===== config.mk =====
export PLATFORM = sky130hd
export DESIGN_NAME = adc_ctrl
export DESIGN_NICKNAME = d
export VERILOG_FILES = /design/src/adc_ctrl_pkg.sv /design/src/adc_ctrl.sv
export SDC_FILE = /design/constraint.sdc
export NUM_CORES = 1
export LEC_CHECK = 0
export BUFFER_PORTS_ARGS = -buffer_cell sky130_fd_sc_hd__buf_2
export CAP_MARGIN = 20
export CORE_ASPECT_RATIO = 1.2
export CORE_MARGIN = 5
export CORE_UTILIZATION = 56
export CTS_BUF_LIST = sky130_fd_sc_hd__clkbuf_8
export CTS_CLUSTER_SIZE = 28
export DETAILED_ROUTE_END_ITERATION = 6
export PLACE_DENSITY_LB_ADDON = 0.05
export SLEW_MARGIN = 30
export SYNTH_ARGS = -nofsm -noshare
export SYNTH_HDL_FRONTEND = slang
export SYNTH_SLANG_ARGS = --single-unit

===== constraint.sdc =====
create_clock -name clk -period 4.55 [get_ports clk]
set_clock_uncertainty 0.15 [all_clocks]
set_input_delay 0.6825 -clock clk [delete_from_list [all_inputs] [get_ports clk]]
set_output_delay 0.6825 -clock clk [all_outputs]
set_load 0.1 [all_outputs]

===== src/adc_ctrl_pkg.sv =====
// Register map, field layout, codes and timing of the converter control block
`default_nettype none
package adc_ctrl_pkg;

  // Register byte offsets
  localparam logic [7:0] OFF_STATUS_CONTROL_ONE = 8'h00;
  localparam logic [7:0] OFF_STATUS_CONTROL_TWO = 8'h04;
  localparam logic [7:0] OFF_RESULT_HIGH        = 8'h08;
  localparam logic [7:0] OFF_RESULT_LOW         = 8'h0C;
  localparam logic [7:0] OFF_COMPARE_VALUE_HIGH = 8'h10;
  localparam logic [7:0] OFF_COMPARE_VALUE_LOW  = 8'h14;
  localparam logic [7:0] OFF_CONVERTER_CONFIG   = 8'h18;
  localparam logic [7:0] OFF_PIN_SEL_LOW        = 8'h1C;
  localparam logic [7:0] OFF_PIN_SEL_MID        = 8'h20;
  localparam logic [7:0] OFF_PIN_SEL_HIGH       = 8'h24;

  // status_control_one fields
  localparam int SC1_DONE_BIT = 7;
  localparam int SC1_IE_BIT   = 6;
  localparam int SC1_CONT_BIT = 5;
  localparam int SC1_CH_LSB   = 0;
  localparam int CH_W         = 5;
  localparam logic [4:0] CH_ALL_ONES = 5'h1F;

  // status_control_two fields
  localparam int SC2_ACTIVE_BIT = 7;
  localparam int SC2_HWEN_BIT   = 6;
  localparam int SC2_CMPEN_BIT  = 5;
  localparam int SC2_CMPGT_BIT  = 4;
  localparam logic [7:0] SC2_WR_MASK = 8'h70;

  // converter_config fields
  localparam int CFG_DIV_LSB  = 5;
  localparam int CFG_MODE_LSB = 2;
  localparam int CFG_SRC_LSB  = 0;

  // Mode and clock source codes
  localparam logic [1:0] MODE_8BIT  = 2'h0;
  localparam logic [1:0] MODE_10BIT = 2'h2;
  localparam logic [1:0] SRC_BUS    = 2'h0;
  localparam logic [1:0] SRC_HALF   = 2'h1;
  localparam logic [1:0] SRC_ALT    = 2'h2;
  localparam logic [1:0] SRC_ASYNC  = 2'h3;

  // Reset values
  localparam logic [7:0] RST_BYTE = 8'h00;

  // Conversion length in converter clock cycles
  localparam logic [4:0] CONV_TICKS_8BIT  = 5'h14;
  localparam logic [4:0] CONV_TICKS_10BIT = 5'h17;

  typedef enum logic [0:0] {ST_IDLE, ST_CONV} conv_state_t;

endpackage
`default_nettype wire


===== src/adc_ctrl.sv =====
// Converter control: APB registers, pin control, clocking, triggers and results
//
// The APB register port and the register addresses are this design's own decisions.
`timescale 1ns/1ps
`default_nettype none

// Overview of operation
// (RULE_01) Analog-selected pin has its output driver forced to high impedance.
// (RULE_02) Analog-selected pin has input buffer off; port reads give zero.
// (RULE_03) Analog-selected pin has its pullup switched off.
// (RULE_04) Mid pin register bits 7..0 select channels 15..8; one removes port control.
// (RULE_05) High pin register bits 7..0 select channels 23..16; one removes port control.
// (RULE_06) Converter disabled in reset and while channel select is all ones; a trigger edge in the cycle of the all-ones write still starts it.
// (RULE_07) Between conversions the converter idles in its lowest power state.
// (RULE_08) Ten-bit mode rounds an 11-bit result to 10 bits over both result registers.
// (RULE_09) Eight-bit mode rounds a 9-bit result to 8 bits in low result only.
// (RULE_10) After storing a result set done flag; interrupt if enabled.
// (RULE_11) Compare enable checks each result against compare registers in all modes.
// (RULE_12) Clock source: bus, bus halved, alternate, asynchronous; bus after reset.
// (RULE_13) Selected asynchronous clock keeps running through wait and stop.
// (RULE_14) Selected clock divided by 1, 2, 4 or 8 forms converter clock.
// (RULE_15) With trigger enabled, rising trigger edge starts a conversion in any mode.
// (RULE_16) Trigger edge during a conversion is ignored.
// (RULE_17) Continuous hardware mode observes only the first launching edge.
// (RULE_18) Mode field selects 10-bit or 8-bit resolution.
// (RULE_19) Software mode: write to first status register starts unless channel all ones.
// (RULE_20) Continuous mode: each result transfer starts the next, until aborted.
// (RULE_21) Continuous runs start on register write or first hardware trigger.
// (RULE_22) Mode code 00 is 8-bit, 10 is 10-bit; others reserved.
// (RULE_23) Source codes 00 bus, 01 bus halved, 10 alternate, 11 asynchronous.
// (RULE_24) Divide codes 00..11 give ratios 1, 2, 4, 8.
// (RULE_25) Writes to second status, config or compare registers abort conversions.
// (RULE_26) All pin control registers reset to zero.
module adc_ctrl #(
  parameter int unsigned ADDR_W    = 8,
  parameter int unsigned ASYNC_DIV = 8
) (
  input  wire logic              clk,
  input  wire logic              nrst,
  input  wire logic              psel,
  input  wire logic              penable,
  input  wire logic              pwrite,
  input  wire logic [ADDR_W-1:0] paddr,
  input  wire logic [31:0]       pwdata,
  output logic      [31:0]       prdata,
  output logic                   pready,
  output logic                   pslverr,
  input  wire logic              hw_trigger_input,
  input  wire logic              alternate_clock,
  input  wire logic [10:0]       sar_value,
  input  wire logic [15:0]       port_pin_in,
  output logic      [15:0]       port_read_data,
  output logic      [15:0]       pin_output_hiz,
  output logic      [15:0]       pin_input_disable,
  output logic      [15:0]       pin_pullup_disable,
  output logic      [4:0]        converter_channel,
  output logic                   converter_power,
  output logic                   async_clock_run,
  output logic                   irq
);

  ////////////////////////////////////////////////////////////////////////////////
  // Elaboration checks

  if (ADDR_W < 6) begin : g_bad_addr
    $error("ADDR_W must be at least 6");
  end
  if (ASYNC_DIV < 2 || ASYNC_DIV > 256) begin : g_bad_async
    $error("ASYNC_DIV must be within 2 to 256");
  end

  ////////////////////////////////////////////////////////////////////////////////
  // State

  typedef struct packed {
    adc_ctrl_pkg::conv_state_t state;
    logic [7:0]  sc1;
    logic [7:0]  sc2;
    logic [7:0]  cfg;
    logic [1:0]  cvh;
    logic [7:0]  cvl;
    logic [1:0]  rh;
    logic [7:0]  rl;
    logic [7:0]  sel_low;
    logic [7:0]  sel_mid;
    logic [7:0]  sel_high;
    logic [2:0]  hw_sync;
    logic [2:0]  alt_sync;
    logic [15:0] pin_sync1;
    logic [15:0] pin_sync2;
    logic [15:0] port_rd;
    logic [7:0]  async_cnt;
    logic        half_tog;
    logic [2:0]  div_cnt;
    logic [4:0]  tick_cnt;
    logic        cont_run;
    logic        pready;
    logic        pslverr;
    logic [31:0] prdata;
    logic        irq;
    logic        async_run;
  } state_t;

  state_t state_reg;
  state_t state_next;

  ////////////////////////////////////////////////////////////////////////////////
  // Functions

  function automatic logic hit(input logic [ADDR_W-1:0] a, input logic [7:0] off);
    hit = a == ADDR_W'(off);
  endfunction

  function automatic logic [9:0] round_result(input logic [10:0] raw, input logic ten);
    logic [11:0] s11;
    logic [9:0]  s9;
    s11 = {1'h0, raw} + 12'h001;
    s9  = {1'h0, raw[10:2]} + 10'h001;
    if (ten) begin
      round_result = s11[11] ? 10'h3FF : s11[10:1];
    end else begin
      round_result = s9[9] ? 10'h0FF : {2'h0, s9[8:1]};
    end
  endfunction

  ////////////////////////////////////////////////////////////////////////////////
  // Next state

  logic        acc;
  logic        wr;
  logic        rd;
  logic        mapped;
  logic [7:0]  rd_byte;
  logic        hw_edge;
  logic        src_tick;
  logic [2:0]  div_mask;
  logic        conv_tick;
  logic        ten_bit;
  logic [4:0]  conv_len;
  logic        finish;
  logic [9:0]  rounded;
  logic [9:0]  cmp_val;
  logic        cmp_ok;
  logic [9:0]  stored;
  logic        done_set;
  logic        done_clr;
  logic        sw_start;
  logic        hw_start;
  logic        abort;
  logic        restart;

  always_comb begin
    state_next = state_reg;
    acc    = psel & penable & state_reg.pready;
    wr     = acc & pwrite;
    rd     = acc & ~pwrite;
    mapped = 1'h0;
    rd_byte = 8'h00;
    unique case (1'h1)
      hit(paddr, adc_ctrl_pkg::OFF_STATUS_CONTROL_ONE): rd_byte = state_reg.sc1;
      hit(paddr, adc_ctrl_pkg::OFF_STATUS_CONTROL_TWO): begin
        rd_byte = state_reg.sc2;
        rd_byte[adc_ctrl_pkg::SC2_ACTIVE_BIT] = state_reg.state == adc_ctrl_pkg::ST_CONV;
      end
      hit(paddr, adc_ctrl_pkg::OFF_RESULT_HIGH):        rd_byte = {6'h00, state_reg.rh};
      hit(paddr, adc_ctrl_pkg::OFF_RESULT_LOW):         rd_byte = state_reg.rl;
      hit(paddr, adc_ctrl_pkg::OFF_COMPARE_VALUE_HIGH): rd_byte = {6'h00, state_reg.cvh};
      hit(paddr, adc_ctrl_pkg::OFF_COMPARE_VALUE_LOW):  rd_byte = state_reg.cvl;
      hit(paddr, adc_ctrl_pkg::OFF_CONVERTER_CONFIG):   rd_byte = state_reg.cfg;
      hit(paddr, adc_ctrl_pkg::OFF_PIN_SEL_LOW):        rd_byte = state_reg.sel_low;
      hit(paddr, adc_ctrl_pkg::OFF_PIN_SEL_MID):        rd_byte = state_reg.sel_mid;
      hit(paddr, adc_ctrl_pkg::OFF_PIN_SEL_HIGH):       rd_byte = state_reg.sel_high;
      default:                                          rd_byte = 8'h00;
    endcase
    mapped = hit(paddr, adc_ctrl_pkg::OFF_STATUS_CONTROL_ONE)
           | hit(paddr, adc_ctrl_pkg::OFF_STATUS_CONTROL_TWO)
           | hit(paddr, adc_ctrl_pkg::OFF_RESULT_HIGH)
           | hit(paddr, adc_ctrl_pkg::OFF_RESULT_LOW)
           | hit(paddr, adc_ctrl_pkg::OFF_COMPARE_VALUE_HIGH)
           | hit(paddr, adc_ctrl_pkg::OFF_COMPARE_VALUE_LOW)
           | hit(paddr, adc_ctrl_pkg::OFF_CONVERTER_CONFIG)
           | hit(paddr, adc_ctrl_pkg::OFF_PIN_SEL_LOW)
           | hit(paddr, adc_ctrl_pkg::OFF_PIN_SEL_MID)
           | hit(paddr, adc_ctrl_pkg::OFF_PIN_SEL_HIGH);

    // APB answer one cycle into the access phase
    state_next.pready  = psel & penable & ~state_reg.pready;
    state_next.pslverr = psel & penable & ~state_reg.pready & ~mapped;
    state_next.prdata  = (psel & penable & ~state_reg.pready & ~pwrite) ? {24'h000000, rd_byte}
                                                                       : 32'h00000000;

    // Synchronisers for pins and the alternate clock
    state_next.hw_sync   = {state_reg.hw_sync[1:0], hw_trigger_input};
    state_next.alt_sync  = {state_reg.alt_sync[1:0], alternate_clock};
    state_next.pin_sync1 = port_pin_in;
    state_next.pin_sync2 = state_reg.pin_sync1;
    hw_edge = state_reg.hw_sync[1] & ~state_reg.hw_sync[2];

    // Clock source select and divide
    state_next.half_tog  = ~state_reg.half_tog;
    state_next.async_cnt = (state_reg.async_cnt == 8'(ASYNC_DIV - 1)) ? 8'h00
                         : state_reg.async_cnt + 8'h01;
    unique case (state_reg.cfg[adc_ctrl_pkg::CFG_SRC_LSB +: 2]) // see (RULE_12) see (RULE_23)
      adc_ctrl_pkg::SRC_BUS:   src_tick = 1'h1;
      adc_ctrl_pkg::SRC_HALF:  src_tick = state_reg.half_tog;
      adc_ctrl_pkg::SRC_ALT:   src_tick = state_reg.alt_sync[1] & ~state_reg.alt_sync[2];
      adc_ctrl_pkg::SRC_ASYNC: src_tick = state_reg.async_cnt == 8'h00;
    endcase
    unique case (state_reg.cfg[adc_ctrl_pkg::CFG_DIV_LSB +: 2]) // see (RULE_14) see (RULE_24)
      2'h0: div_mask = 3'h0;
      2'h1: div_mask = 3'h1;
      2'h2: div_mask = 3'h3;
      2'h3: div_mask = 3'h7;
    endcase
    conv_tick = src_tick & ((state_reg.div_cnt & div_mask) == div_mask);
    if (src_tick) begin
      state_next.div_cnt = state_reg.div_cnt + 3'h1;
    end

    // Conversion length and completion
    ten_bit  = state_reg.cfg[adc_ctrl_pkg::CFG_MODE_LSB +: 2] // see (RULE_18) see (RULE_22)
               == adc_ctrl_pkg::MODE_10BIT;
    conv_len = ten_bit ? adc_ctrl_pkg::CONV_TICKS_10BIT : adc_ctrl_pkg::CONV_TICKS_8BIT;
    finish   = (state_reg.state == adc_ctrl_pkg::ST_CONV) & conv_tick
             & (state_reg.tick_cnt == conv_len - 5'h01);
    if ((state_reg.state == adc_ctrl_pkg::ST_CONV) && conv_tick) begin
      state_next.tick_cnt = state_reg.tick_cnt + 5'h01;
    end
    rounded = round_result(sar_value, ten_bit); // see (RULE_08) see (RULE_09)
    cmp_val = ten_bit ? {state_reg.cvh, state_reg.cvl} : {2'h0, state_reg.cvl};
    cmp_ok  = state_reg.sc2[adc_ctrl_pkg::SC2_CMPGT_BIT] ? (rounded >= cmp_val)
                                                        : (rounded < cmp_val);
    if (!state_reg.sc2[adc_ctrl_pkg::SC2_CMPEN_BIT]) begin
      cmp_ok = 1'h1;
      stored = rounded;
    end else begin
      stored = rounded - cmp_val; // see (RULE_11)
    end
    if (!ten_bit) begin
      stored[9:8] = 2'h0;
    end
    done_set = finish & cmp_ok;
    if (done_set) begin
      state_next.rh = stored[9:8]; // see (RULE_08) see (RULE_09)
      state_next.rl = stored[7:0];
    end
    restart = 1'h0;
    if (finish) begin
      if (state_reg.sc1[adc_ctrl_pkg::SC1_CONT_BIT]) begin
        restart = 1'h1; // see (RULE_20)
      end else begin
        state_next.state    = adc_ctrl_pkg::ST_IDLE; // see (RULE_07)
        state_next.cont_run = 1'h0;
      end
    end

    // Register writes, starts and aborts
    sw_start = wr & hit(paddr, adc_ctrl_pkg::OFF_STATUS_CONTROL_ONE)
             & (pwdata[adc_ctrl_pkg::SC1_CH_LSB +: adc_ctrl_pkg::CH_W] != adc_ctrl_pkg::CH_ALL_ONES)
             & ~state_reg.sc2[adc_ctrl_pkg::SC2_HWEN_BIT]; // see (RULE_19) see (RULE_06)
    hw_start = state_reg.sc2[adc_ctrl_pkg::SC2_HWEN_BIT] & hw_edge
             & (state_reg.state == adc_ctrl_pkg::ST_IDLE) & ~state_reg.cont_run
             & (state_reg.sc1[adc_ctrl_pkg::SC1_CH_LSB +: adc_ctrl_pkg::CH_W]
                != adc_ctrl_pkg::CH_ALL_ONES); // see (RULE_15) see (RULE_16) see (RULE_17)
    abort = wr & (hit(paddr, adc_ctrl_pkg::OFF_STATUS_CONTROL_ONE)
                | hit(paddr, adc_ctrl_pkg::OFF_STATUS_CONTROL_TWO)
                | hit(paddr, adc_ctrl_pkg::OFF_CONVERTER_CONFIG)
                | hit(paddr, adc_ctrl_pkg::OFF_COMPARE_VALUE_HIGH)
                | hit(paddr, adc_ctrl_pkg::OFF_COMPARE_VALUE_LOW)); // see (RULE_25)
    done_clr = (wr & hit(paddr, adc_ctrl_pkg::OFF_STATUS_CONTROL_ONE))
             | (rd & hit(paddr, adc_ctrl_pkg::OFF_RESULT_LOW));
    if (wr) begin
      if (hit(paddr, adc_ctrl_pkg::OFF_STATUS_CONTROL_ONE)) begin
        state_next.sc1[6:0] = pwdata[6:0];
      end
      if (hit(paddr, adc_ctrl_pkg::OFF_STATUS_CONTROL_TWO)) begin
        state_next.sc2 = pwdata[7:0] & adc_ctrl_pkg::SC2_WR_MASK;
      end
      if (hit(paddr, adc_ctrl_pkg::OFF_CONVERTER_CONFIG)) begin
        state_next.cfg = pwdata[7:0];
      end
      if (hit(paddr, adc_ctrl_pkg::OFF_COMPARE_VALUE_HIGH)) begin
        state_next.cvh = pwdata[1:0];
      end
      if (hit(paddr, adc_ctrl_pkg::OFF_COMPARE_VALUE_LOW)) begin
        state_next.cvl = pwdata[7:0];
      end
      if (hit(paddr, adc_ctrl_pkg::OFF_PIN_SEL_LOW)) begin
        state_next.sel_low = pwdata[7:0];
      end
      if (hit(paddr, adc_ctrl_pkg::OFF_PIN_SEL_MID)) begin
        state_next.sel_mid = pwdata[7:0]; // see (RULE_04)
      end
      if (hit(paddr, adc_ctrl_pkg::OFF_PIN_SEL_HIGH)) begin
        state_next.sel_high = pwdata[7:0]; // see (RULE_05)
      end
    end
    // Set wins over clear
    state_next.sc1[adc_ctrl_pkg::SC1_DONE_BIT] =
      done_set | (state_reg.sc1[adc_ctrl_pkg::SC1_DONE_BIT] & ~done_clr); // see (RULE_10)

    if (abort) begin
      state_next.state    = adc_ctrl_pkg::ST_IDLE;
      state_next.cont_run = 1'h0;
    end
    if (sw_start || hw_start || (restart && !abort)) begin
      state_next.state    = adc_ctrl_pkg::ST_CONV;
      state_next.tick_cnt = 5'h00;
      state_next.div_cnt  = 3'h0;
      if (sw_start || hw_start) begin
        state_next.cont_run = state_next.sc1[adc_ctrl_pkg::SC1_CONT_BIT]; // see (RULE_21)
      end
    end

    // Pin control and port read gating
    state_next.port_rd = state_reg.pin_sync2
                       & ~{state_next.sel_high, state_next.sel_mid}; // see (RULE_02)
    state_next.irq = state_next.sc1[adc_ctrl_pkg::SC1_DONE_BIT]
                   & state_next.sc1[adc_ctrl_pkg::SC1_IE_BIT]; // see (RULE_10)
    state_next.async_run = (state_next.state == adc_ctrl_pkg::ST_CONV)
                         & (state_next.cfg[adc_ctrl_pkg::CFG_SRC_LSB +: 2]
                            == adc_ctrl_pkg::SRC_ASYNC); // see (RULE_13)
  end

  always_ff @(posedge clk) begin
    if (!nrst) begin
      state_reg <= '0; // see (RULE_26)
    end else begin
      state_reg <= state_next;
    end
  end

  ////////////////////////////////////////////////////////////////////////////////
  // Outputs

  assign prdata             = state_reg.prdata;
  assign pready             = state_reg.pready;
  assign pslverr            = state_reg.pslverr;
  assign port_read_data     = state_reg.port_rd;
  assign pin_output_hiz     = {state_reg.sel_high, state_reg.sel_mid}; // see (RULE_01)
  assign pin_input_disable  = {state_reg.sel_high, state_reg.sel_mid}; // see (RULE_02)
  assign pin_pullup_disable = {state_reg.sel_high, state_reg.sel_mid}; // see (RULE_03)
  assign converter_channel  = state_reg.sc1[adc_ctrl_pkg::SC1_CH_LSB +: adc_ctrl_pkg::CH_W];
  assign converter_power    = state_reg.state == adc_ctrl_pkg::ST_CONV; // see (RULE_07)
  assign async_clock_run    = state_reg.async_run; // see (RULE_13)
  assign irq                = state_reg.irq;
endmodule
`default_nettype wire


### Word-level counts from Yosys, hierarchy flattened

Index checks and enable logic that the tools add are counted.

* input port bits: 74
* output and inout bits: 106
* flip-flop bits (word level): 172
* logic and storage cells: 163

* mux-type cells: 32
* equality and inequality tests: 22
* add/sub/neg operators: 7
* bitwise logic cells: 53
* magnitude comparators: 2
* reduce and logical (&&, ||, !) cells: 18

Operators with widths (count)
* $pmux 8 s10: 1
* $mux 10: 4
* $mux 8: 5
* $mux 33: 1
* $eq 8x5->1 const B: 4
* $and 1x1->1: 25
* $and 16x16->16: 1
* $eq 8x3->1 const B: 2
* $eq 8x4->1 const B: 2
* $eq 8x6->1 const B: 2
* $logic_not 8->1: 2
* $mux 16: 1
* $not 16->16: 1
* $mux 7: 2
* $or 1x1->1: 14
* $reduce_and 2->1: 7
* $mux 1: 13
* $add 11x1->12 const B: 1
* $eq 2x2->1 const B: 6
* $pmux 3 s4: 1
* $not 1->1: 11
* $add 9x1->10 const B: 1
* $ge 10x10->1: 1
* $lt 10x10->1: 1
* other kinds (17): 25

### Depth between registers and ports, before layout

* depth in word-level cells: 12
* depth in mapped cells: 14
* mapped depth without buffers: 13

### Worst setup path before layout

No wires, ideal clock.

* kind: input-to-reg
* start: input sar_value[4]
* end: register state_reg[139] (netlist name)
* arrival: 3.595 ns
* buffers on the path: 1
* library setup time: 0.091 ns
* setup slack: 0.715 ns
* required time: 4.309 ns
* cell stages on the path: 14
* cells stage by stage: clkbuf_1 > nand4_1 > nor4_1 > or3_1 > o31ai_1 > ha_1 > inv_1 > fa_1 > a211oi_1 > o21ai_0 > a211oi_1 > o21ai_1 > a21oi_1 > a311oi_1

* word-level cells in the longest chain between the ends: 7
* elaborated cells on any way between the ends: 12
* those cells by class: 3 x add/sub; 2 x order compare; 6 x mux; 1 x bitwise

RTL lines
* start: declaration: line adc_ctrl.sv:50 `input wire logic [10:0] sar_value,`
* $add 11x1->12 / $add 9x1->10 (equally long branches): line adc_ctrl.sv:117, adc_ctrl.sv:118
* $mux 10 / $mux 8 (equally long branches): line adc_ctrl.sv:120, adc_ctrl.sv:122
* $mux 10 (*): line adc_ctrl.sv:119 `if (ten) begin`
* $lt 10x10->1 / $ge 10x10->1 (equally long branches): line adc_ctrl.sv:232, adc_ctrl.sv:231
* $mux 1: line adc_ctrl.sv:231 `cmp_ok = state_reg.sc2[adc_ctrl_pkg::SC2_CMPGT_BIT] ? (rounded >= cmp_val)`
* $mux 1: line adc_ctrl.sv:233 `if (!state_reg.sc2[adc_ctrl_pkg::SC2_CMPEN_BIT]) begin`
* $and 1x1->1: line adc_ctrl.sv:242 `done_set = finish & cmp_ok;`
* end signal: assignment: line adc_ctrl.sv:329 `state_reg <= state_next;`
* end: declaration: line adc_ctrl.sv:104 `state_t state_reg;`

Mark *: on every way between the ends. The rest lies on a longest branch, timed or not.
A chain may end at the register's enable or synchronous reset.

### Final worst setup path

* start: input sar_value[5]
* end: register state_reg[135] (netlist name)

The elaborated chain is that of the path after synthesis.

==> impl_results.md <==
- Yosys warning count: 0
- NetSw: 799.5 uW
- Detailed Routing Iterations Pass 1: 6
- CP arrival: 3.98 ns
- Crit path cell chain: buf_2 -> nand4_1 -> nor4_1 -> or3_1 -> o31ai_1 -> ha_1 -> inv_1 -> fa_1 -> a211oi_1 -> o21ai_0 -> a211oi_1 -> o21a_1 -> a2111oi_0 -> nor3_1
- Comb pwr share: 11.4%
- RSZ-0062 raised after global routing: no
- R2R Path Start: state_reg[155]
- Tot Pwr: 2.597 mW
- Netlist cell types: 69
- Synth Area per Inst: 8.733 um2
- Lkg Pwr: 3.468 nW
- Routed WL per cell: 18.01 um
- Mux contribution to synthesized area: 5.124%
- # fillers: 1193
- Routed wire length: 19130 um
- Most common library cell in the layout ignoring fill and taps: dfxtp_1
- Crit. Startpoint: sar_value[5]
- Vias after detailed routing: 6080
- CTS tree: done
- CTS Hold Bufs: 0
- WP data required: 4.70 ns
- Startpoint Class: primary input
- Register area share after synthesis: 40.58%
- Max-cap viol count: 0
- Rows: 45
- Die width: 114.2 um
- Endpoints failing setup: 0
- Fmax: 0.2610 GHz
- Commonest non-fill, non-tap cells in the layout: dfxtp_1 (148), buf_2 (131), nor2_1 (68), nand2_1 (65), a21oi_1 (48)
- Initial antenna violation count: 1
- Vias per cell: 5.725
- Hold/Removal Path Class: flop to flop
- Fin. max-slew vios: 0
- Max reg flops: 78
- PD cells: 331.5 mW/mm2
- Final WS setup: 0.7186 ns
- Mapped Cells: 836
- Postcts setup bufs: 0
- Number of flops mapped to enable cells by yosys: 0
- Final #Nets: 975
- Setup CP Type: primary input to flop
- Vias in the first global route: 5760
- Outcome: complete, no violations
- Clock network power share: 37.5%
- Mapped Area: 0.007301 mm2
- Inserted Clock Buffers: 17
- Sw Ratio: 30.79%
- Clock latency on the worst-skew pair: 0.44 ns
- Total congestion overflow: 0
- Top-area cell type share of the netlist area: 40.58%
- Fin area: 0.007835 mm2
- Final Hold Fails: 0
- Cell accounting for the most synthesized area: dfxtp_1
- Post-Place Cell Area: 0.007453 mm2
- Pint: 1.798 mW
- Starting Density: 57.37%
- R2R setup slack: 0.89 ns
- RR Endpoint: state_reg[135]
- Reg clk slew, reported paths: 0.09 ns
- R2R cell count: 12
- Top_reg_cell synth: dfxtp_1
- H-tree level count: 4
- Largest net degree at the start of global routing: 48
- Clk root buf: clkbuf_8
- Synth top area cells: dfxtp_1 (41%), buf_4 (10%), mux2i_1 (4.7%)
- Core area: 0.01272 mm2
- HP Start: state_reg[45]
- Die area: 0.01543 mm2
- Setup total negative slack: 0 ns
- Area Overhead vs Synth: 7.318%
- Tightest Pin Transition: 0.7702 ns
- IO Port Bufs: 131
- Final period util: 84.21%
- Slowest CP cell: nor4_1
- Largest fanout on the critical path: 10
- Clock Sinks: 148
- Die extent in y: 135.1 um
- Most used cell, CP: a211oi_1
- Post-CTS Resized: 0
- # DRC: 0
- Dpl ws: 0.3730 ns
- Placer Congestion: 0.9568
- Final hold slack: 0.2601 ns
- First-pass GRT wire length: 30080 um
- Post-Synth Adder-Cell Area: 3.016%
- Critical Path Sink: state_reg[135]
- Share of cells above drive strength 1: 21.40%
- Clock tree buffer depth: 2
- Ys async rst share: 0%
- Global Route Usage Sum: 24.60%
- Compound-Gate Fraction of Synth Area: 14.10%
- DP HPWL: 14240 um
- Synth Area in XOR/XNOR: 2.639%
- Critical path's largest stage delay: 0.49 ns
- Largest family of logic cells by synthesized area: simple AND/OR/NAND/NOR gates
- Reg power frac: 51.1%
- Period minus WS final: 3.831 ns
- Crit. End Element: flop
- Worst IR Drop VDD: 233.4 uV
- Ports: 180
- Post-DRT Antenna Nets: 0
- Synth Register Bits: 148
- Initial DRC Count: 814
- Worst slew margin: 48.58%
- Simple-gate area share of the yosys netlist: 21.17%
## area by class of cell
cell class | count | area [um2] | share of cell area [%]
repair buffers | 144 | 753.2 | 9.614
clock buffers | 17 | 234.0 | 2.986
clock inverters | 15 | 145.1 | 1.852
flip-flops and latches | 148 | 2963 | 37.82
inverters | 18 | 67.56 | 0.8623
diodes | 1 | 2.502 | 0.03194
well taps | 164 | 205.2 | 2.619
multi-input cells | 555 | 3465 | 44.22
## through the flow
stage          utilization [%]  instances
2_1_floorplan                -        859
3_3_place_gp             58.57       1029
3_5_place_dp             58.57       1029
4_1_cts                  61.55       1061
5_1_grt                  61.57       1062
6_report                 61.57       1062
## worst min-delay path by stage
stage | slack [ns] | to | depth (start not counted)
final | 0.26 | state_reg[45] | 1
after global placement | 0.24 | state_reg[45] | 1
after CTS | 0.26 | state_reg[45] | 1
after floorplan | 0.24 | state_reg[45] | 1
after global routing | 0.26 | state_next[76] | 2
after detailed placement | 0.25 | state_reg[45] | 1
## kinds of logic after synthesis
group,after synthesis
AO/OA/AOI/OAI,153
XOR/XNOR,22
adder cells (fa/ha/maj),17
buffers and inverters,156
flip-flops,148
multiplexers,37
other,1
AND/OR/NAND/NOR,302
## power by group through the flow
stage | Sequential [mW] | Combinational [mW] | Clock [mW]
6_report | 1.33 | 0.297 | 0.973
5_1_grt | 1.33 | 0.315 | 1.06
4_1_cts | 1.33 | 0.294 | 0.991
3_5_place_dp | 1.36 | 0.292 | 0
3_3_place_gp | 1.36 | 0.288 | 0
2_1_floorplan | 1.36 | 0.238 | 0
## cell usage after synthesis, types with 6 or more instances
library cell / number
and3_1: 25
a21oi_1: 48
and2_1: 40
dfxtp_1: 148
a31oi_1: 15
xnor2_1: 11
clkbuf_1: 36
nand4_1: 15
nand2b_1: 7
mux2i_1: 34
nand3_1: 40
buf_4: 101
a22oi_1: 6
nor3_1: 9
nand2_1: 65
a211oi_1: 6
nor2_1: 68
nor4_1: 7
o21ai_0: 21
xor2_1: 11
a222oi_1: 10
ha_1: 16
inv_1: 17
## layer usage
layer  GRT usage (%)  vias to the layer above  share of wire (%)
met4           11.22                        0                2.8
li1                -                     2930                  -
met2           41.76                      231                 51
met1           30.20                     2883                 41
met3           4.393                       36                5.2
met5               0                        -                  0
## worst max-delay path, delay by kind of cell
kind                     cells  cell delay (ns)
AO/OA/AOI/OAI                6             1.62
adder cells (fa/ha/maj)      2             0.48
buffers and inverters        2             0.25
AND/OR/NAND/NOR              4             0.94
Note: power is estimated with default switching activity, not from simulation.
